[config.mk]
export PLATFORM = sky130hd
export DESIGN_NAME = scc_top
export DESIGN_NICKNAME = d
export VERILOG_FILES = /design/src/rtl/scc_top.v /design/src/rtl/scc_sync.v /design/src/rtl/scc_gate.v
export VERILOG_INCLUDE_DIRS = /design/src /design/src/rtl
export SDC_FILE = /design/constraint.sdc
export NUM_CORES = 1
export LEC_CHECK = 0
export BUFFER_PORTS_ARGS = -buffer_cell sky130_fd_sc_hd__buf_2
export CORE_UTILIZATION = 50
export DETAILED_ROUTE_END_ITERATION = 10
export GPL_TIMING_DRIVEN = 0
export PLACE_DENSITY = 0.78
export RECOVER_POWER = 50
export SLEW_MARGIN = 20
export SYNTH_ARGS = -nofsm -noshare
export SYNTH_HDL_FRONTEND = slang
export SYNTH_SLANG_ARGS = --single-unit
[constraint.sdc]
create_clock -name aclk -period 2.5 [get_ports aclk]
set_input_delay 0.25 -clock aclk [delete_from_list [all_inputs] [get_ports aclk]]
set_output_delay 0.25 -clock aclk [all_outputs]
set_load 0.05 [all_outputs]
[src/rtl/scc_regs.vh]
// Constants shared by the charger control logic
//
// Function
// - Charge enable is wired-AND, any party pulls low
// - Outside pull-low on enable sets supply fault
// - Adapter not above battery sets supply fault
// - Open-drain active-low alert output to host
// - Adapter-present output follows supply divider comparator
// - Open thermistor code disables charging
// - Low divider or hot code disables charging
// - Wake-up current before any set-point commands
// - Cold or under-range stops wake-up after window
// - Both commands in window load converters, enable
// - Clamp set-points to limits, flag over-range
// - Current code 10 bits, voltage code 11 bits
// - Alert on adapter, battery, inhibit, supply-fail change
// - Status read or alert response releases alert
// - Cycle latch set turns high side on, peak resets
// - Low side on until reverse trip or next cycle
// - Overshoot holds high side off until clear
// - Limits decoded digitally from strap settings
// - Command-pair window nominal 175 s, 140 to 210
// - Bus target address 0x12
`ifndef SCC_REGS_VH
`define SCC_REGS_VH

// Register byte offsets
`define SCC_OFF_CTRL     8'h00
`define SCC_OFF_STATUS   8'h04
`define SCC_OFF_ISET     8'h08
`define SCC_OFF_VSET     8'h0c
`define SCC_OFF_STRAP    8'h10
`define SCC_OFF_ALERT    8'h14
`define SCC_OFF_ADDR     8'h18

// Control fields
`define SCC_CTRL_INHIBIT 0
`define SCC_CTRL_ZERO    1

// Status fields
`define SCC_ST_ADAPTER   0
`define SCC_ST_BATTERY   1
`define SCC_ST_INHIBIT   2
`define SCC_ST_FAULT     3
`define SCC_ST_CUR_OR    4
`define SCC_ST_VOLT_OR   5
`define SCC_ST_OPEN      6
`define SCC_ST_ENABLE    7
`define SCC_ST_PAIRED    8
`define SCC_ST_WAKE      9

// Thermistor decoder codes
`define SCC_TH_OPEN      3'h0
`define SCC_TH_HOT       3'h1
`define SCC_TH_UNDER     3'h2
`define SCC_TH_COLD      3'h3
`define SCC_TH_IDEAL     3'h4

// Wake-up current code and target address
`define SCC_WAKE_CODE    10'h050
`define SCC_BUS_ADDR     7'h12

// Window timing: seconds and clock rate
`define SCC_WIN_SEC      175
`define SCC_CLK_HZ       50000000

`endif

[src/rtl/scc_top.v]
// Smart charger control: enable, set-points, alert, bus slave
`timescale 1ns/10ps
`include "scc_regs.vh"
module scc_top #(
	parameter WIN_SEC    = `SCC_WIN_SEC,
	parameter CLK_HZ     = `SCC_CLK_HZ,
	parameter [37:0] WIN_CYCLES = WIN_SEC * CLK_HZ * 38'd1
) (
	input  wire        aclk,
	input  wire        aresetn,
	input  wire [7:0]  s_axi_awaddr,
	input  wire        s_axi_awvalid,
	output reg         s_axi_awready,
	input  wire [31:0] s_axi_wdata,
	input  wire [3:0]  s_axi_wstrb,
	input  wire        s_axi_wvalid,
	output reg         s_axi_wready,
	output reg  [1:0]  s_axi_bresp,
	output reg         s_axi_bvalid,
	input  wire        s_axi_bready,
	input  wire [7:0]  s_axi_araddr,
	input  wire        s_axi_arvalid,
	output reg         s_axi_arready,
	output reg  [31:0] s_axi_rdata,
	output reg  [1:0]  s_axi_rresp,
	output reg         s_axi_rvalid,
	input  wire        s_axi_rready,
	input  wire        charge_enable_in,
	output reg         charge_enable_out,
	output reg         charge_enable_oe,
	output reg         alert_out,
	output reg         alert_oe,
	output reg         adapter_present_output,
	input  wire        supply_divider_input,
	input  wire        adapter_above_battery,
	input  wire [2:0]  thermistor_code,
	input  wire        logic_supply_fail,
	input  wire [1:0]  current_limit_strap,
	input  wire [1:0]  voltage_limit_strap,
	input  wire        osc_set,
	input  wire        peak_current_compare,
	input  wire        reverse_current_compare,
	input  wire        overshoot_compare,
	input  wire        alert_response_ack,
	output reg  [9:0]  current_dac,
	output reg  [10:0] voltage_dac,
	output wire        high_side_drive,
	output wire        low_side_drive
);
	// Pin inputs collected for synchronising
	localparam NS = 16;
	wire [NS-1:0] raw_pins = {charge_enable_in, supply_divider_input,
		adapter_above_battery, thermistor_code, logic_supply_fail,
		current_limit_strap, voltage_limit_strap, osc_set,
		peak_current_compare, reverse_current_compare,
		overshoot_compare, alert_response_ack};
	wire [NS-1:0] s_pins; // Synchronised copies

	scc_sync #(
		.W (NS)
	) u_sync (
		.aclk    (aclk),
		.aresetn (aresetn),
		.din     (raw_pins),
		.dout    (s_pins)
	);

	wire       en_line  = s_pins[15]; // Resolved wired-AND level
	wire       divider  = s_pins[14];
	wire       above    = s_pins[13];
	wire [2:0] therm    = s_pins[12:10];
	wire       vdd_fail = s_pins[9];
	wire [1:0] ilim_sel = s_pins[8:7];
	wire [1:0] vlim_sel = s_pins[6:5];
	wire       s_osc    = s_pins[4];
	wire       s_peak   = s_pins[3];
	wire       s_rev    = s_pins[2];
	wire       s_ov     = s_pins[1];
	wire       s_ara    = s_pins[0];
	reg        ara_d;   // Previous alert response level
	reg  [1:0] oe_hist; // Recent pull levels; line lags them

	// Current limit from strap setting
	function [9:0] ilim_dec;
		input [1:0] sel;
		begin
			case (sel)
				2'h0: ilim_dec = 10'h0ff;
				2'h1: ilim_dec = 10'h1ff;
				2'h2: ilim_dec = 10'h2ff;
				default: ilim_dec = 10'h3ff;
			endcase
		end
	endfunction

	// Voltage limit from strap setting
	function [10:0] vlim_dec;
		input [1:0] sel;
		begin
			case (sel)
				2'h0: vlim_dec = 11'h1ff;
				2'h1: vlim_dec = 11'h3ff;
				2'h2: vlim_dec = 11'h5ff;
				default: vlim_dec = 11'h7ff;
			endcase
		end
	endfunction

	wire [9:0]  cur_limit  = ilim_dec(ilim_sel);
	wire [10:0] volt_limit = vlim_dec(vlim_sel);

	// Software-visible state
	reg        inhibit;      // Charge inhibited by software
	reg [9:0]  cur_cmd;      // Clamped current command
	reg [10:0] volt_cmd;     // Clamped voltage command
	reg        cur_got;      // Current command seen in window
	reg        volt_got;     // Voltage command seen in window
	reg        paired;       // Pair loaded into converters
	reg        wake_stop;    // Wake-up current timed out
	reg        cur_or;       // Current over-range flag
	reg        volt_or;      // Voltage over-range flag
	reg        fault;        // Supply fault flag
	reg        alert_pend;   // Alert pending
	reg [3:0]  mon_prev;     // Previous monitored status
	reg [37:0] win_cnt;      // Window countdown
	reg        win_run;      // Window timing active
	reg        cur_wr;       // Current command pulse
	reg        volt_wr;      // Voltage command pulse
	reg        status_rd;    // Status read pulse
	reg [10:0] wr_value;     // Written set-point value
	reg        ctrl_wr;      // Control write pulse
	reg [31:0] wr_data;      // Captured write data
	reg        battery;      // Battery present

	// Write channel state
	reg        aw_got;
	reg        w_got;
	reg [7:0]  aw_addr;
	reg [3:0]  wr_strb;      // Write strobes taken with data

	wire dev_pull;
	wire batt_now  = (therm != `SCC_TH_OPEN);
	wire hot       = (therm == `SCC_TH_HOT);
	wire cold_ur   = (therm == `SCC_TH_UNDER) || (therm == `SCC_TH_COLD);
	wire [3:0] mon = {vdd_fail, inhibit, batt_now, divider};
	wire win_done  = win_run && (win_cnt == 38'h1);
	reg [37:0] wake_cnt;     // Idle time since power and battery
	wire wake_timer_done = (wake_cnt == WIN_CYCLES[37:0]);

	// Charging blocked by battery, supply, heat or software
	wire block = !batt_now || !divider || hot || inhibit;
	assign dev_pull = block || (!paired && wake_stop);

	// Write address and data, taken in either order
	always @(posedge aclk)
	begin
		if (!aresetn)
		begin
			aw_got        <= 1'b0;
			w_got         <= 1'b0;
			aw_addr       <= 8'h00;
			wr_data       <= 32'h0;
			s_axi_awready <= 1'b0;
			s_axi_wready  <= 1'b0;
			s_axi_bvalid  <= 1'b0;
			s_axi_bresp   <= 2'h0;
			cur_wr        <= 1'b0;
			volt_wr       <= 1'b0;
			ctrl_wr       <= 1'b0;
			wr_value      <= 11'h0;
		end
		else
		begin
			cur_wr        <= 1'b0;
			volt_wr       <= 1'b0;
			ctrl_wr       <= 1'b0;
			s_axi_awready <= !aw_got && !s_axi_awready && !s_axi_bvalid;
			s_axi_wready  <= !w_got && !s_axi_wready && !s_axi_bvalid;
			if (s_axi_awvalid && s_axi_awready)
			begin
				aw_got  <= 1'b1;
				aw_addr <= s_axi_awaddr;
			end
			if (s_axi_wvalid && s_axi_wready)
			begin
				w_got   <= 1'b1;
				wr_data <= s_axi_wdata;
			end
			// Both halves present: perform write, respond
			if (aw_got && w_got && !s_axi_bvalid)
			begin
				aw_got       <= 1'b0;
				w_got        <= 1'b0;
				s_axi_bvalid <= 1'b1;
				s_axi_bresp  <= 2'h0;
				wr_value     <= wr_data[10:0];
				// Decode by address
				if (aw_addr == `SCC_OFF_CTRL)
					ctrl_wr <= wr_strb[0];
				else if (aw_addr == `SCC_OFF_ISET)
					cur_wr <= 1'b1;
				else if (aw_addr == `SCC_OFF_VSET)
					volt_wr <= 1'b1;
				else if (aw_addr == `SCC_OFF_STATUS ||
					aw_addr == `SCC_OFF_STRAP ||
					aw_addr == `SCC_OFF_ALERT ||
					aw_addr == `SCC_OFF_ADDR)
					s_axi_bresp <= 2'h0; // Read-only, ignored
				else
					s_axi_bresp <= 2'h2; // Unmapped: slave error
			end
			else if (s_axi_bvalid && s_axi_bready)
				s_axi_bvalid <= 1'b0;
		end
	end

	// Byte strobes of all four lanes captured with data
	always @(posedge aclk)
	begin
		if (!aresetn)
			wr_strb <= 4'h0;
		else if (s_axi_wvalid && s_axi_wready)
			wr_strb <= s_axi_wstrb;
	end

	// Read channel: one cycle to data
	always @(posedge aclk)
	begin
		if (!aresetn)
		begin
			s_axi_arready <= 1'b0;
			s_axi_rvalid  <= 1'b0;
			s_axi_rdata   <= 32'h0;
			s_axi_rresp   <= 2'h0;
			status_rd     <= 1'b0;
		end
		else
		begin
			status_rd     <= 1'b0;
			s_axi_arready <= !s_axi_arready && !s_axi_rvalid;
			if (s_axi_arvalid && s_axi_arready)
			begin
				s_axi_rvalid <= 1'b1;
				s_axi_rresp  <= 2'h0;
				s_axi_rdata  <= 32'h0;
				if (s_axi_araddr == `SCC_OFF_CTRL)
					s_axi_rdata[`SCC_CTRL_INHIBIT] <= inhibit;
				else if (s_axi_araddr == `SCC_OFF_STATUS)
				begin
					s_axi_rdata[9:0] <= {wake_stop, paired,
						!charge_enable_oe, !batt_now, volt_or,
						cur_or, fault, inhibit, batt_now, divider};
					status_rd <= 1'b1;
				end
				else if (s_axi_araddr == `SCC_OFF_ISET)
					s_axi_rdata[9:0] <= current_dac;
				else if (s_axi_araddr == `SCC_OFF_VSET)
					s_axi_rdata[10:0] <= voltage_dac;
				else if (s_axi_araddr == `SCC_OFF_STRAP)
					s_axi_rdata[26:0] <= {volt_limit, 6'h0, cur_limit};
				else if (s_axi_araddr == `SCC_OFF_ALERT)
					s_axi_rdata[0] <= alert_pend;
				else if (s_axi_araddr == `SCC_OFF_ADDR)
					s_axi_rdata[6:0] <= `SCC_BUS_ADDR;
				else
					s_axi_rresp <= 2'h2;
			end
			else if (s_axi_rvalid && s_axi_rready)
				s_axi_rvalid <= 1'b0;
		end
	end

	// Set-point capture, clamp and pairing window
	always @(posedge aclk)
	begin
		if (!aresetn)
		begin
			inhibit   <= 1'b0;
			cur_cmd   <= 10'h0;
			volt_cmd  <= 11'h0;
			cur_got   <= 1'b0;
			volt_got  <= 1'b0;
			paired    <= 1'b0;
			wake_stop <= 1'b0;
			cur_or    <= 1'b0;
			volt_or   <= 1'b0;
			win_cnt   <= 38'h0;
			win_run   <= 1'b0;
			battery   <= 1'b0;
		end
		else
		begin
			battery <= batt_now;
			// Reinsertion clears inhibit and re-arms wake-up
			if (batt_now && !battery)
			begin
				inhibit   <= 1'b0;
				wake_stop <= 1'b0;
				paired    <= 1'b0;
			end
			else if (ctrl_wr)
				inhibit <= wr_data[`SCC_CTRL_INHIBIT];
			if (ctrl_wr && wr_data[`SCC_CTRL_ZERO])
			begin
				cur_cmd  <= 10'h0;
				volt_cmd <= 11'h0;
				paired   <= 1'b0;
			end
			if (cur_wr)
			begin
				// Clamp to strap limit over the low half-word
				if (wr_data[15:0] > {6'h0, cur_limit})
				begin
					cur_cmd <= cur_limit;
					cur_or  <= 1'b1;
				end
				else
				begin
					cur_cmd <= wr_value[9:0];
					cur_or  <= 1'b0;
				end
			end
			if (volt_wr)
			begin
				if (wr_data[15:0] > {5'h0, volt_limit})
				begin
					volt_cmd <= volt_limit;
					volt_or  <= 1'b1;
				end
				else
				begin
					volt_cmd <= wr_value;
					volt_or  <= 1'b0;
				end
			end
			// Window restarts on every valid command
			if (cur_wr || volt_wr)
			begin
				win_cnt <= WIN_CYCLES[37:0];
				win_run <= 1'b1;
				if ((cur_wr || cur_got) && (volt_wr || volt_got))
				begin
					paired   <= 1'b1;
					cur_got  <= 1'b0;
					volt_got <= 1'b0;
				end
				else
				begin
					cur_got  <= cur_got || cur_wr;
					volt_got <= volt_got || volt_wr;
				end
			end
			else if (win_run)
			begin
				win_cnt <= win_cnt - 38'h1;
				if (win_done)
				begin
					win_run  <= 1'b0;
					cur_got  <= 1'b0;
					volt_got <= 1'b0;
				end
			end
			// Wake-up ends after idle window when cold or under-range
			if (!paired && cold_ur && (win_done || !win_run) &&
				wake_timer_done)
				wake_stop <= 1'b1;
		end
	end

	// Wake-up timer counts from battery and adapter presence
	always @(posedge aclk)
	begin
		if (!aresetn)
			wake_cnt <= 38'h0;
		else if (!batt_now || !divider || cur_wr || volt_wr || paired)
			wake_cnt <= 38'h0;
		else if (!wake_timer_done)
			wake_cnt <= wake_cnt + 38'h1;
	end

	// Converter codes: wake-up until a pair is loaded
	always @(posedge aclk)
	begin
		if (!aresetn)
		begin
			current_dac <= 10'h0;
			voltage_dac <= 11'h0;
		end
		else if (paired)
		begin
			current_dac <= cur_cmd;
			voltage_dac <= volt_cmd;
		end
		else if (!block && !wake_stop)
		begin
			current_dac <= `SCC_WAKE_CODE;
			voltage_dac <= volt_limit;
		end
		else
		begin
			current_dac <= 10'h0;
			voltage_dac <= 11'h0;
		end
	end

	// Pins, fault and alert
	always @(posedge aclk)
	begin
		if (!aresetn)
		begin
			charge_enable_out      <= 1'b0;
			charge_enable_oe       <= 1'b1;
			adapter_present_output <= 1'b0;
			fault                  <= 1'b0;
			alert_pend             <= 1'b0;
			alert_out              <= 1'b0;
			alert_oe               <= 1'b0;
			mon_prev               <= 4'h0;
			ara_d                  <= 1'b0;
			oe_hist                <= 2'h3;
		end
		else
		begin
			ara_d                  <= s_ara;
			oe_hist                <= {oe_hist[0], charge_enable_oe};
			charge_enable_out      <= 1'b0;
			charge_enable_oe       <= dev_pull;
			adapter_present_output <= divider;
			mon_prev               <= mon;
			// Line lags our own release by the synchroniser: mask it
			fault <= (!en_line && !charge_enable_oe && !(|oe_hist))
				|| !above;
			// Change sets alert; set wins over release
			if (mon != mon_prev)
				alert_pend <= 1'b1;
			else if (status_rd || (s_ara && !ara_d))
				alert_pend <= 1'b0;
			alert_out <= 1'b0;
			alert_oe  <= alert_pend;
		end
	end

	scc_gate u_gate (
		.aclk            (aclk),
		.aresetn         (aresetn),
		.run             (en_line && paired),
		.osc_set         (s_osc),
		.peak_trip       (s_peak),
		.reverse_trip    (s_rev),
		.overshoot       (s_ov),
		.high_side_drive (high_side_drive),
		.low_side_drive  (low_side_drive)
	);
endmodule // scc_top

[src/rtl/scc_sync.v]
// Two-flop synchroniser for a group of pin inputs
`timescale 1ns/10ps
module scc_sync #(
	parameter W = 8
) (
	input  wire         aclk,
	input  wire         aresetn,
	input  wire [W-1:0] din,
	output reg  [W-1:0] dout
);
	reg [W-1:0] stage; // First stage, read only by second

	// Two stages before any logic looks at a pin
	always @(posedge aclk)
	begin
		if (!aresetn)
		begin
			stage <= {W{1'b0}};
			dout  <= {W{1'b0}};
		end
		else
		begin
			stage <= din;
			dout  <= stage;
		end
	end
endmodule // scc_sync

[src/rtl/scc_gate.v]
// Buck switch sequencing for high-side and low-side drives
`timescale 1ns/10ps
module scc_gate (
	input  wire aclk,
	input  wire aresetn,
	input  wire run,
	input  wire osc_set,
	input  wire peak_trip,
	input  wire reverse_trip,
	input  wire overshoot,
	output reg  high_side_drive,
	output reg  low_side_drive
);
	reg cycle_latch; // Cycle latch, set by oscillator

	// Latch set per cycle, reset by peak compare
	always @(posedge aclk)
	begin
		if (!aresetn)
			cycle_latch <= 1'b0;
		else if (!run || overshoot)
			cycle_latch <= 1'b0;
		else if (osc_set)
			cycle_latch <= 1'b1;
		else if (peak_trip)
			cycle_latch <= 1'b0;
	end

	// Drives never overlap; low side ends on reverse trip
	always @(posedge aclk)
	begin
		if (!aresetn)
		begin
			high_side_drive <= 1'b0;
			low_side_drive  <= 1'b0;
		end
		else
		begin
			high_side_drive <= cycle_latch && run && !overshoot;
			if (!run)
				low_side_drive <= 1'b0;
			else if (cycle_latch || osc_set || reverse_trip)
				low_side_drive <= 1'b0;
			else if (high_side_drive)
				low_side_drive <= 1'b1;
		end
	end
endmodule // scc_gate

Yosys cells after proc, flatten, opt, wreduce, memory -nomap -nowiden

Index checks and enable logic that the tools add are counted.

Add/subtract/negate cells: 2
Order comparisons: 2
Equality and inequality tests: 22
Multiplexer cells: 66
Bitwise logic cells: 4
Reduce and logical (&&, ||, !) cells: 94

Operators with widths:

| operator                | number |
|---|---|
| $mux W34                | 2 |
| $mux W11                | 6 |
| $mux W10                | 6 |
| $eq A8 B5 Y1 const B    | 6 |
| $add A38 B1 Y38 const B | 1 |
| $eq A38 B1 Y1 const B   | 1 |
| $eq A38 B34 Y1 const B  | 1 |
| $sub A38 B1 Y38 const B | 1 |
| $mux W17                | 2 |
| $pmux W11 S3            | 1 |
| $eq A8 B4 Y1 const B    | 4 |
| $mux W1                 | 30 |
| $pmux W10 S3            | 1 |
| $logic_and A1 B1 Y1     | 27 |
| $mux W26                | 1 |
| $mux W2                 | 11 |
| $logic_not A1 Y1        | 21 |
| $logic_or A1 B1 Y1      | 20 |
| $mux W20                | 1 |
| $reduce_bool A2 Y1      | 9 |
| $eq A8 B3 Y1 const B    | 2 |
| $gt A16 B10 Y1          | 1 |
| $gt A16 B11 Y1          | 1 |
| $logic_not A8 Y1        | 2 |
| other kinds (17)        | 32 |

Register bits: 252
Input port bits: 75
Output and inout bits: 69
Logic and storage cells: 237

Longest topological paths before layout

Gate-level depths: netlist (run 1).

Word-level depth: 9
Depth in mapped cells: 8
Depth with buffers taken out: 6

Hierarchy

From an unflattened synthesis (run 1), not the netlist that was laid out.

Cells, all modules: 1095
Area, all modules: 9840.7 um^2

Modules (own cells, without submodules):

| module   | instances | cells an instance | area each (um^2) | sequential area each (um^2) |
|---|---|---|---|---|
| scc_top  | 1         | 1018              | 8837.2           | 4003.8 |
| scc_sync | 1         | 67                | 895.9            | 640.6 |
| scc_gate | 1         | 10                | 107.6            | 60.1 |

Least setup slack after synthesis (run 1)

OpenSTA, ideal clock, no wires.

Kind: flip-flop to flip-flop
Start: register win_cnt[23]
End: register win_run
Library setup time: 0.136 ns
Arrival time: 1.999 ns
Data required time: 2.364 ns
Setup slack: 0.365 ns
Stages on the path, launching flop included: 6
Path buffers: 1
Clock period less this slack: 2.135 ns
Cells stage by stage: dfxtp_1 or4_4 buf_6 or4_4 nor4_4 o22ai_1

Longest elaborated chain between the ends: 5

RTL lines:

| element                | line          | RTL |
|---|---|---|
| start, declared        | scc_top.v:125 | `reg [37:0] win_cnt;` |
| start signal, assigned | scc_top.v:339 | `win_cnt <= WIN_CYCLES[37:0];` |
| start signal, assigned | scc_top.v:355 | `win_cnt <= win_cnt - 38'h1;` |
| $eq A38 B1 Y1          | scc_top.v:146 | `wire win_done = win_run && (win_cnt == 38'h1);` |
| $logic_and A1 B1 Y1    | scc_top.v:146 |  |
| $mux W1                | scc_top.v:356 | `if (win_done)` |
| $mux W1                | scc_top.v:353 | `else if (win_run)` |
| $mux W1                | scc_top.v:337 | `if (cur_wr \|\| volt_wr)` |
| end signal, assigned   | scc_top.v:288 | `win_run <= 1'b0;` |
| end signal, assigned   | scc_top.v:340 | `win_run <= 1'b1;` |
| end signal, assigned   | scc_top.v:358 | `win_run <= 1'b0;` |
| end, declared          | scc_top.v:126 | `reg win_run;` |

No other way between the ends.
A chain may end at the register's enable or synchronous reset.

Worst setup path after layout (run 1)

Same ends and word-level chain as after synthesis.

==> results of run 1 <==
-- report_power, final --
group / switching [mW] / internal [mW] / leakage, nW / total, mW
registers: 0.0458 / 3.81 / 1.90 / 3.86
logic: 0.360 / 0.196 / 2.26 / 0.557
clock network: 1.50 / 2.49 / 0.433 / 3.99
-- cell usage in the layout, fill, tap and decap left out, drive strengths merged, types with 11 or more instances in the layout --
cell type,n
or3,17
nand2b,20
o31ai,20
nand2,126
a21o,11
and2,41
nand4,18
o21ai,35
nor3,38
or2,18
nor2,61
a21oi,68
buf,90
nand3,29
conb,14
clkbuf,138
dfxtp,235
and3,16
xnor2,15
nor4,32
mux2i,22
a22o,14
or4,23
inv,26
dlygate4sd3,38
-- sequential cells by signal (all words and copies together) (netlist names), 2 cells and up --
name,flops
u_sync.dout,16
oe_hist,2
s_axi_rdata,14
u_sync.stage,16
voltage_dac,11
wr_data,16
wake_cnt,38
aw_addr,8
current_dac,10
volt_cmd,11
mon_prev,4
wr_value,11
cur_cmd,10
win_cnt,38
-- metal layers --
layer,global-route usage (%),share of wire (%),wire length (µm)
met2,43.7,48,12400
met1,32.3,43,11100
met3,3.16,4.9,1260
met5,0,0,0
met4,8.66,3.6,918
-- final cells by class --
class | instances | share of cell area, %
plain buffers | 83 | 3.40
clock buffers | 32 | 5.83
clock inverters | 12 | 1.63
inverters | 26 | 0.811
multi-input cells | 763 | 39.1
flip-flops and latches | 235 | 39.1
well taps | 260 | 2.70
repair buffers | 151 | 7.42
-- cell families (layout without fill, tap and decap cells) --
logic type | after synthesis | in the layout
simple gates | 478 | 478
flops | 235 | 235
compound gates | 211 | 211
buf+inv | 110 | 304
mux | 27 | 27
xor+xnor | 24 | 24
fa+ha+maj | 9 | 9
other cells | 1 | 14
-- worst max-delay path: stages (launching register included) --
cell	delay (ns)
dfxtp_1	0.35
or4_4	0.54
buf_6	0.15
or4_4	0.57
nor4_4	0.48
o22ai_1	0.16
-- stage by stage --
stage	utilization, %	setup WS (ns)	hold slack, ns	power [mW]
2_1_floorplan	-	0.365	0.344	4.27
3_3_place_gp	56.6	0.0396	0.411	4.43
6_report	63.3	0.119	0.0152	8.40
3_5_place_dp	56.6	0.00414	0.410	4.44
4_1_cts	63.5	0.0410	0.000824	8.42
5_1_grt	63.3	0.00882	0.0113	8.66
-- final timing paths --
check	startpoint	to	cells after the start
hold reg to reg	u_sync.dout[1]$_SDFF_PN0_	u_gate.high_side_drive$_SDFF_PN0_	1
setup / recovery	win_cnt[23]$_SDFFE_PN0P_	win_run$_SDFF_PN0_	5
hold / removal	s_axi_wdata[9]	wr_data[9]$_SDFFE_PN0P_	3
setup reg to reg	win_cnt[23]$_SDFFE_PN0P_	win_run$_SDFF_PN0_	5
-- what timing repair did --
action / 4_1_cts / 5_1_grt
endpoints found under the hold margin: 38 / 0
pin swaps: 1 / 0
buffers inserted: 3 / 2
setup endpoints to repair: 3 / 39
gates resized for setup: 1 / 10
hold buffers: 38 / 0
==> results.py, run 1 <==
metrics = {
    "logic_synthesis": {
        "ys_warn_count": 0,
        "yosys.area_share.simple_pct": 26.6,
        "synth-edff-count": 0,
        "synth_top_area_cell": "dfxtp_1",
        "ys_seq_area_share_pct": 47.8,
        "synth.most_common_cell": "dfxtp_1",
        "synth-compound-area-share_pct": 14.2,
        "yosys-top-cells-area": "dfxtp_1 (48%), nand2_1 (4.8%), a21oi_1 (3.5%)",
        "synthMuxAreaShare_pct": 2.92,
        "synth_top_family_by_area": "simple AND/OR/NAND/NOR gates",
        "ys_async_sr_fraction_pct": 0,
        "ys_top_cells_by_count": "dfxtp_1 (235), nand2_1 (126), a21oi_1 (68)",
        "synth-adder-area-share_pct": 1.14,
        "synth-xor-area-share_pct": 2.14,
        "syn_inst": 1095,
        "ys_ff_latch": 235,
        "synth_top_area_share_pct": 47.8,
        "synth_flop_cell": "dfxtp_1",
        "synth_area_um2": 9840,
        "syn-mean-instance-area_um2": 8.99,
        "ys_types": 74,
    },
    "drt": {
        "wl_um": 25600,
        "drt_iter0_markers": 562,
        "vias": 8690,
        "drc": 0,
        "wl_per_cell_um": 16.4,
        "drt_pass1_iterations": 5,
        "vias_per_cell": 5.56,
        "final_antenna_net_count": 0,
    },
    "pwr": {
        "leakagePower_nw": 4.60,
        "powerDensity_nw_per_um2": 698,
        "ir_drop_uv": 500,
    },
    "sta": {
        "tns_ns": 0,
        "hold_viol": 0,
        "maxSlewHeadroom_pct": 27.5,
        "finalCritPeriodShare_pct": 95.3,
        "rsz0062_at_grt": "no",
        "post-route-min-period_ns": 2.38,
        "slew_viol_final": 0,
        "finalSetupViolCount": 0,
        "fmax_ghz": 0.420,
        "worst_pin_slew_ns": 1.08,
        "fin_skew_ns": 0.0105,
    },
    "grt": {
        "track_usage_pct": 25.2,
        "grt_pass1_vias": 8113,
        "grt_pass1_wl_um": 40900,
        "grt_overflow": 0,
        "antenna_found_initial": 0,
        "grt_max_degree": 15,
    },
    "placement": {
        "globalplace.congestion": 0.862,
        "place_area_um2": 10800,
        "dp_hpwl_um": 18200,
        "placedCellCount": 1476,
        "portBuffers": 108,
    },
    "setup_path": {
        "endpoint_kind": "flip-flop",
        "crit_path_start_kind": "flip-flop",
        "cp.arrival_ns": 2.75,
        "required_ns": 2.87,
        "reg2reg_slack_ns": 0.12,
        "criticalPathCategory": "flip-flop to flip-flop",
        "critPathMaxFanout": 8,
    },
    "status": {
        "status": "finished clean",
    },
    "finish": {
        "fin_cells": 1562,
        "synthToLayoutAreaGrowth_pct": 22.3,
        "ff_latch_area_um2": 4700,
        "fill_cells": 1643,
        "drive_above_1_share_pct": 13.7,
        "antennaDiodeCount": 0,
        "layout.nets": 1369,
        "finalInstanceArea_um2": 12000,
        "multiInputGateArea_um2": 4710,
    },
    "floorplanning": {
        "die_y_um": 142,
        "dieArea_um2": 20300,
        "core-area_um2": 19000,
        "num_rows": 50,
        "start_util_pct": 51.8,
        "ios": 144,
        "die_w_um": 142,
    },
    "clocking": {
        "clk_latency_ns": 0.52,
        "clock-sinks": 235,
        "cts_made_buffers": 25,
        "root_buffer": "clkbuf_16",
        "cts_tree": "built",
        "clk_pin_slew_worst_paths_ns": 0.06,
        "clock_path_buffers": 3,
        "htree_levels": 1,
    },
    "flow_run": {
        "drv_cap": 0,
    },
    "worst_hold_path": {
        "worstHoldPathType": "input pin to flip-flop",
    },
}
Power figures use the tool's default switching activity.
==> run 2, diff against run 1 <==
CORE_UTILIZATION = 25   (was 50)
PLACE_DENSITY = 0.48   (was 0.78)
==> results.py, run 2 (synthesis gave the netlist of run 1 again) <==
metrics = {
    "status": {
        "status": "finished clean",
    },
    "setup_path": {
        "path_buf_inv": 0,
        "cp_slowest_stage_delay_ns": 1.00,
        "r2r_end": "wake_cnt[35]$_SDFFE_PP0N_",
        "crit_family": "simple AND/OR/NAND/NOR gates",
        "required_ns": 2.94,
        "endpoint_kind": "flip-flop",
        "cp_slowest_cell": "nor4_1",
        "critPathMaxFanout": 7,
        "reg2reg_from": "wake_cnt[7]$_SDFFE_PP0N_",
        "cpMostUsedCell": "nand4_1",
        "path_cells": "nand4_1 -> nor4_1 -> nand4_1 -> mux2_2",
        "crit_path_start_kind": "flip-flop",
        "cp.arrival_ns": 2.79,
        "reg2reg_depth": 4,
        "criticalPathCategory": "flip-flop to flip-flop",
        "reg2reg_slack_ns": 0.15,
    },
    "finish": {
        "final_cell_mix": "dfxtp_1 (235), nand2_1 (126), clkbuf_1 (104)",
        "layout_commonest_cell": "dfxtp_1",
        "multiInputGateArea_um2": 4720,
        "final_core_util_pct": 32.3,
        "layout.nets": 1375,
        "antennaDiodeCount": 0,
        "drive_above_1_share_pct": 14.3,
        "synthToLayoutAreaGrowth_pct": 26.9,
        "ff_latch_area_um2": 4700,
        "fin_cells": 1829,
        "fill_cells": 4095,
        "reg_top3": "wake_cnt x38, win_cnt x38",
        "finalInstanceArea_um2": 12500,
    },
    "placement": {
        "globalplace.congestion": 0.793,
        "portBuffers": 108,
        "dp_hpwl_um": 20900,
        "place_area_um2": 11100,
        "place_ws_ns": -0.0370,
        "placedCellCount": 1734,
    },
    "sta": {
        "hold_slack_ns": 0.117,
        "maxSlewHeadroom_pct": 27.0,
        "finalCritPeriodShare_pct": 94.1,
        "rsz0062_at_grt": "no",
        "hold_viol": 0,
        "setup_slack_ns": 0.148,
        "worst_pin_slew_ns": 1.08,
        "finalSetupViolCount": 0,
        "fmax_ghz": 0.425,
        "fin_skew_ns": 0.0220,
        "slew_viol_final": 0,
        "post-route-min-period_ns": 2.35,
    },
    "clocking": {
        "clock_path_buffers": 3,
        "clk_pin_slew_worst_paths_ns": 0.06,
        "clock-sinks": 235,
        "cts_made_buffers": 27,
        "clk_latency_ns": 0.55,
        "htree_levels": 1,
        "root_buffer": "clkbuf_16",
        "cts_tree": "built",
    },
    "floorplanning": {
        "die_w_um": 200,
        "ios": 144,
        "die_y_um": 200,
        "core-area_um2": 38700,
        "start_util_pct": 25.4,
        "dieArea_um2": 40200,
        "num_rows": 72,
    },
    "worst_hold_path": {
        "worstHoldPathType": "input pin to flip-flop",
        "hold_path_depth": 3,
        "hold_end": "aw_addr[5]$_SDFFE_PN0P_",
        "min-delay-start": "s_axi_awvalid",
    },
    "drt": {
        "drt_pass1_iterations": 6,
        "drc": 0,
        "wl_um": 27900,
        "wl_per_cell_um": 15.3,
        "vias_per_cell": 4.62,
        "final_antenna_net_count": 0,
        "drt_iter0_markers": 432,
        "vias": 8456,
    },
    "pwr": {
        "leakagePower_nw": 4.68,
        "ir_drop_uv": 528,
        "powerDensity_nw_per_um2": 692,
    },
    "grt": {
        "grt_pass1_vias": 7902,
        "antenna_found_initial": 0,
        "grt_overflow": 0,
        "track_usage_pct": 13.6,
        "grt_pass1_wl_um": 44200,
        "grt_max_degree": 15,
    },
    "flow_run": {
        "drv_cap": 0,
    },
}
==> run 2: worst min-delay path: stages <==
cell,delay (ns)
clkbuf_1,0.18
nand3_1,0.13
a21oi_1,0.05
==> run 2: metal layers <==
layer / vias to the layer above / track usage, % / part of all wire, %
li1: 4286 / - / -
met1: 3976 / 20.5 / 53
met2: 164 / 20.3 / 42
met3: 30 / 1.66 / 3.5
met4: 0 / 3.03 / 1.7
met5: - / 0 / 0
==> run 2: what timing repair did <==
action | in CTS | in global routing
hold buffers | 43 | 0
endpoints found under the setup margin | 18 | 49
pin swaps | 0 | 2
gates resized for setup | 3 | 8
setup buffers | 0 | 6
hold endpoints to repair | 43 | 0
==> run 2: layout make-up <==
| class | instances | share of cell area [%] |
|---|---|---|
| clock buffer | 40 | 6.36 |
| multi-input combinational | 763 | 37.8 |
| tap | 518 | 5.19 |
| timing repair buffer | 157 | 7.66 |
| sequential | 235 | 37.6 |
| inverter | 26 | 0.781 |
| buffer | 81 | 3.23 |
| clock inverter | 9 | 1.33 |
==> run 2: how the worst max path moves through the flow <==
stage | startpoint | to | slack, ns | depth (start not counted)
detailed placement | win_cnt[0]$_SDFFE_PP0P_ | win_cnt[33]$_SDFFE_PN0P_ | -0.04 | 4
finish | wake_cnt[7]$_SDFFE_PP0N_ | wake_cnt[35]$_SDFFE_PP0N_ | 0.15 | 4
global placement | win_cnt[4]$_SDFFE_PP0P_ | win_cnt[33]$_SDFFE_PN0P_ | -0.002 | 5
global route | volt_wr$_SDFF_PP0_ | wake_cnt[33]$_SDFFE_PP0N_ | 0.001 | 7
CTS | win_cnt[4]$_SDFFE_PP0P_ | win_cnt[33]$_SDFFE_PN0P_ | -0.02 | 5
floorplan | win_cnt[23]$_SDFFE_PN0P_ | win_run$_SDFF_PN0_ | 0.36 | 5
==> run 2: power breakdown <==
group / internal, mW / switching [mW]
Sequential: 3.81 / 0.0449
Combinational: 0.201 / 0.366
Clock: 2.62 / 1.60
==> run 2: stage by stage <==
step	power (mW)	TNS (ns)
global placement	4.46	-0.00176
global route	8.96	0
CTS	8.74	-0.0244
detailed placement	4.46	-0.0370
finish	8.64	0
floorplan	4.27	0
==> run 3, diff against run 2 <==
SYNTH_HIERARCHICAL = 1   (was unset)
==> results.py, run 3 <==
metrics = {
    "sta": {
        "fmax_ghz": 0.415,
        "slew_viol_final": 0,
        "hold_slack_ns": 0.103,
        "hold_viol": 0,
        "maxSlewHeadroom_pct": 27.5,
        "post-route-min-period_ns": 2.41,
        "fin_skew_ns": 0.00883,
        "worst_pin_slew_ns": 1.08,
        "finalCritPeriodShare_pct": 96.5,
        "finalSetupViolCount": 0,
        "rsz0062_at_grt": "yes",
    },
    "logic_synthesis": {
        "ys_warn_count": 6,
        "yosys.area_share.simple_pct": 26.1,
        "synth_top_area_cell": "dfxtp_1",
        "syn_inst": 1095,
        "yosys-top-cells-area": "dfxtp_1 (48%), nand2_1 (4.7%), a21oi_1 (3.6%)",
        "syn-mean-instance-area_um2": 8.99,
        "ys_seq_area_share_pct": 47.8,
        "synth-adder-area-share_pct": 1.14,
        "synth.most_common_cell": "dfxtp_1",
        "synth_area_um2": 9840,
        "ys_types": 70,
        "synth-xor-area-share_pct": 2.14,
        "synth_top_family_by_area": "simple AND/OR/NAND/NOR gates",
        "synth-compound-area-share_pct": 14.6,
        "ys_ff_latch": 235,
        "ys_top_cells_by_count": "dfxtp_1 (235), nand2_1 (122), a21oi_1 (70)",
        "synthMuxAreaShare_pct": 2.57,
        "synth_top_area_share_pct": 47.8,
        "synth-edff-count": 0,
        "ys_async_sr_fraction_pct": 0,
        "synth_flop_cell": "dfxtp_1",
    },
    "setup_path": {
        "criticalPathCategory": "flip-flop to flip-flop",
        "reg2reg_depth": 7,
        "required_ns": 2.89,
        "critPathMaxFanout": 10,
        "cp.arrival_ns": 2.81,
        "crit_path_start_kind": "flip-flop",
        "endpoint_kind": "flip-flop",
    },
    "clocking": {
        "htree_levels": 1,
        "cts_made_buffers": 29,
        "clock-sinks": 235,
        "clock_path_buffers": 3,
        "cts_tree": "built",
        "clk_pin_slew_worst_paths_ns": 0.06,
        "clk_latency_ns": 0.54,
        "root_buffer": "clkbuf_16",
    },
    "finish": {
        "final_cell_mix": "dfxtp_1 (234), nand2_1 (122), clkbuf_1 (105)",
        "reg_top3": "wake_cnt x38, win_cnt x38",
        "antennaDiodeCount": 0,
        "drive_above_1_share_pct": 16.6,
        "layout.nets": 1375,
        "fin_cells": 1831,
        "synthToLayoutAreaGrowth_pct": 27.6,
        "layout_commonest_cell": "dfxtp_1",
    },
    "floorplanning": {
        "start_util_pct": 25.4,
        "die_w_um": 200,
        "num_rows": 72,
        "ios": 144,
        "dieArea_um2": 40200,
        "die_y_um": 200,
        "core-area_um2": 38700,
    },
    "placement": {
        "placedCellCount": 1734,
        "dp_hpwl_um": 20400,
        "globalplace.congestion": 0.866,
        "portBuffers": 108,
    },
    "grt": {
        "grt_pass1_wl_um": 44600,
        "track_usage_pct": 13.7,
        "grt_max_degree": 15,
        "grt_pass1_vias": 8226,
        "antenna_found_initial": 0,
        "grt_overflow": 0,
    },
    "flow_run": {
        "drv_cap": 0,
    },
    "drt": {
        "vias_per_cell": 4.62,
        "vias": 8467,
        "drt_pass1_iterations": 5,
        "drt_iter0_markers": 350,
        "wl_um": 27700,
        "drc": 0,
        "wl_per_cell_um": 15.1,
        "final_antenna_net_count": 0,
    },
    "worst_hold_path": {
        "worstHoldPathType": "input pin to flip-flop",
        "hold_path_depth": 3,
    },
    "pwr": {
        "powerDensity_nw_per_um2": 699,
        "leakagePower_nw": 4.68,
        "ir_drop_uv": 472,
    },
    "status": {
        "status": "finished clean",
    },
}
## run 3: per-stage QoR
step                worst slack (ns)  setup TNS, ns  utilization (%)  power (mW)  area, µm²
CTS                           0.0536              0             32.4        8.92      12600
global placement              -0.303          -3.22             28.6        4.46      11100
detailed placement            -0.325          -3.43             28.6        4.46      11100
floorplan                      0.230              0                -        4.28       9890
global route                 -0.0136        -0.0202             32.4        9.11      12600
finish                        0.0878              0             32.4        8.78      12600
## run 3: cell type report
cell class	count	area, µm²
timing repair buffer	153	925
fill	4101	26200
tap	518	648
clock buffer	36	782
sequential	235	4710
buffer	88	448
multi-input combinational	757	4720
clock inverter	17	229
inverter	27	101
## run 3: worst paths after layout
| path | from | endpoint | slack [ns] |
|---|---|---|---|
| setup reg to reg | win_cnt[7]$_SDFFE_PN0P_ | win_cnt[33]$_SDFFE_PN0P_ | 0.09 |
| hold reg to reg | u_sync/dout[2]$_SDFF_PN0_ | u_gate/low_side_drive$_SDFFE_PP0P_ | 0.39 |
| setup / recovery | win_cnt[7]$_SDFFE_PN0P_ | win_cnt[33]$_SDFFE_PN0P_ | 0.09 |
| hold / removal | s_axi_araddr[6] | s_axi_rresp[1]$_SDFFE_PN0P_ | 0.10 |
## run 3: what timing repair did
| item | 4_1_cts | 5_1_grt |
|---|---|---|
| pin swaps | 1 | 1 |
| endpoints found under the setup margin | 26 | 43 |
| hold buffers | 43 | 0 |
| buffers inserted | 1 | 1 |
| resized for setup | 5 | 18 |
| hold endpoints to repair | 43 | 0 |
## run 3: logic make-up (layout without fill, tap and decap cells)
logic type,after synthesis,in the layout
AOI/OAI and AO/OA,220,220
xor gates and xnor gates,24,24
adders and majority gates,9,9
buffers and inverters,116,321
DFF,235,235
muxes,25,25
other,1,14
and+or+nand+nor,465,465
## run 3: worst max-delay path: stages, from the launching register on
cell and delay (ns):
dfxtp_1 0.33, or4_1 0.52, buf_2 0.17, or4_4 0.53
buf_6 0.17, clkbuf_4 0.21, o31ai_1 0.21, a31oi_1 0.12
## run 3: power breakdown
group	switching, mW	total (mW)	internal [mW]
clock network	1.62	4.36	2.73
registers	0.0471	3.86	3.81
logic	0.355	0.567	0.212
total	2.03	8.78	6.76
## run 3: layer usage
layer / vias to the layer above / global-route usage (%) / part of all wire [%]
met5: - / 0 / 0
met4: 0 / 4.47 / 2.9
met3: 45 / 2.23 / 4.3
met2: 177 / 22.1 / 45
met1: 3927 / 18.4 / 48
li1: 4318 / - / -
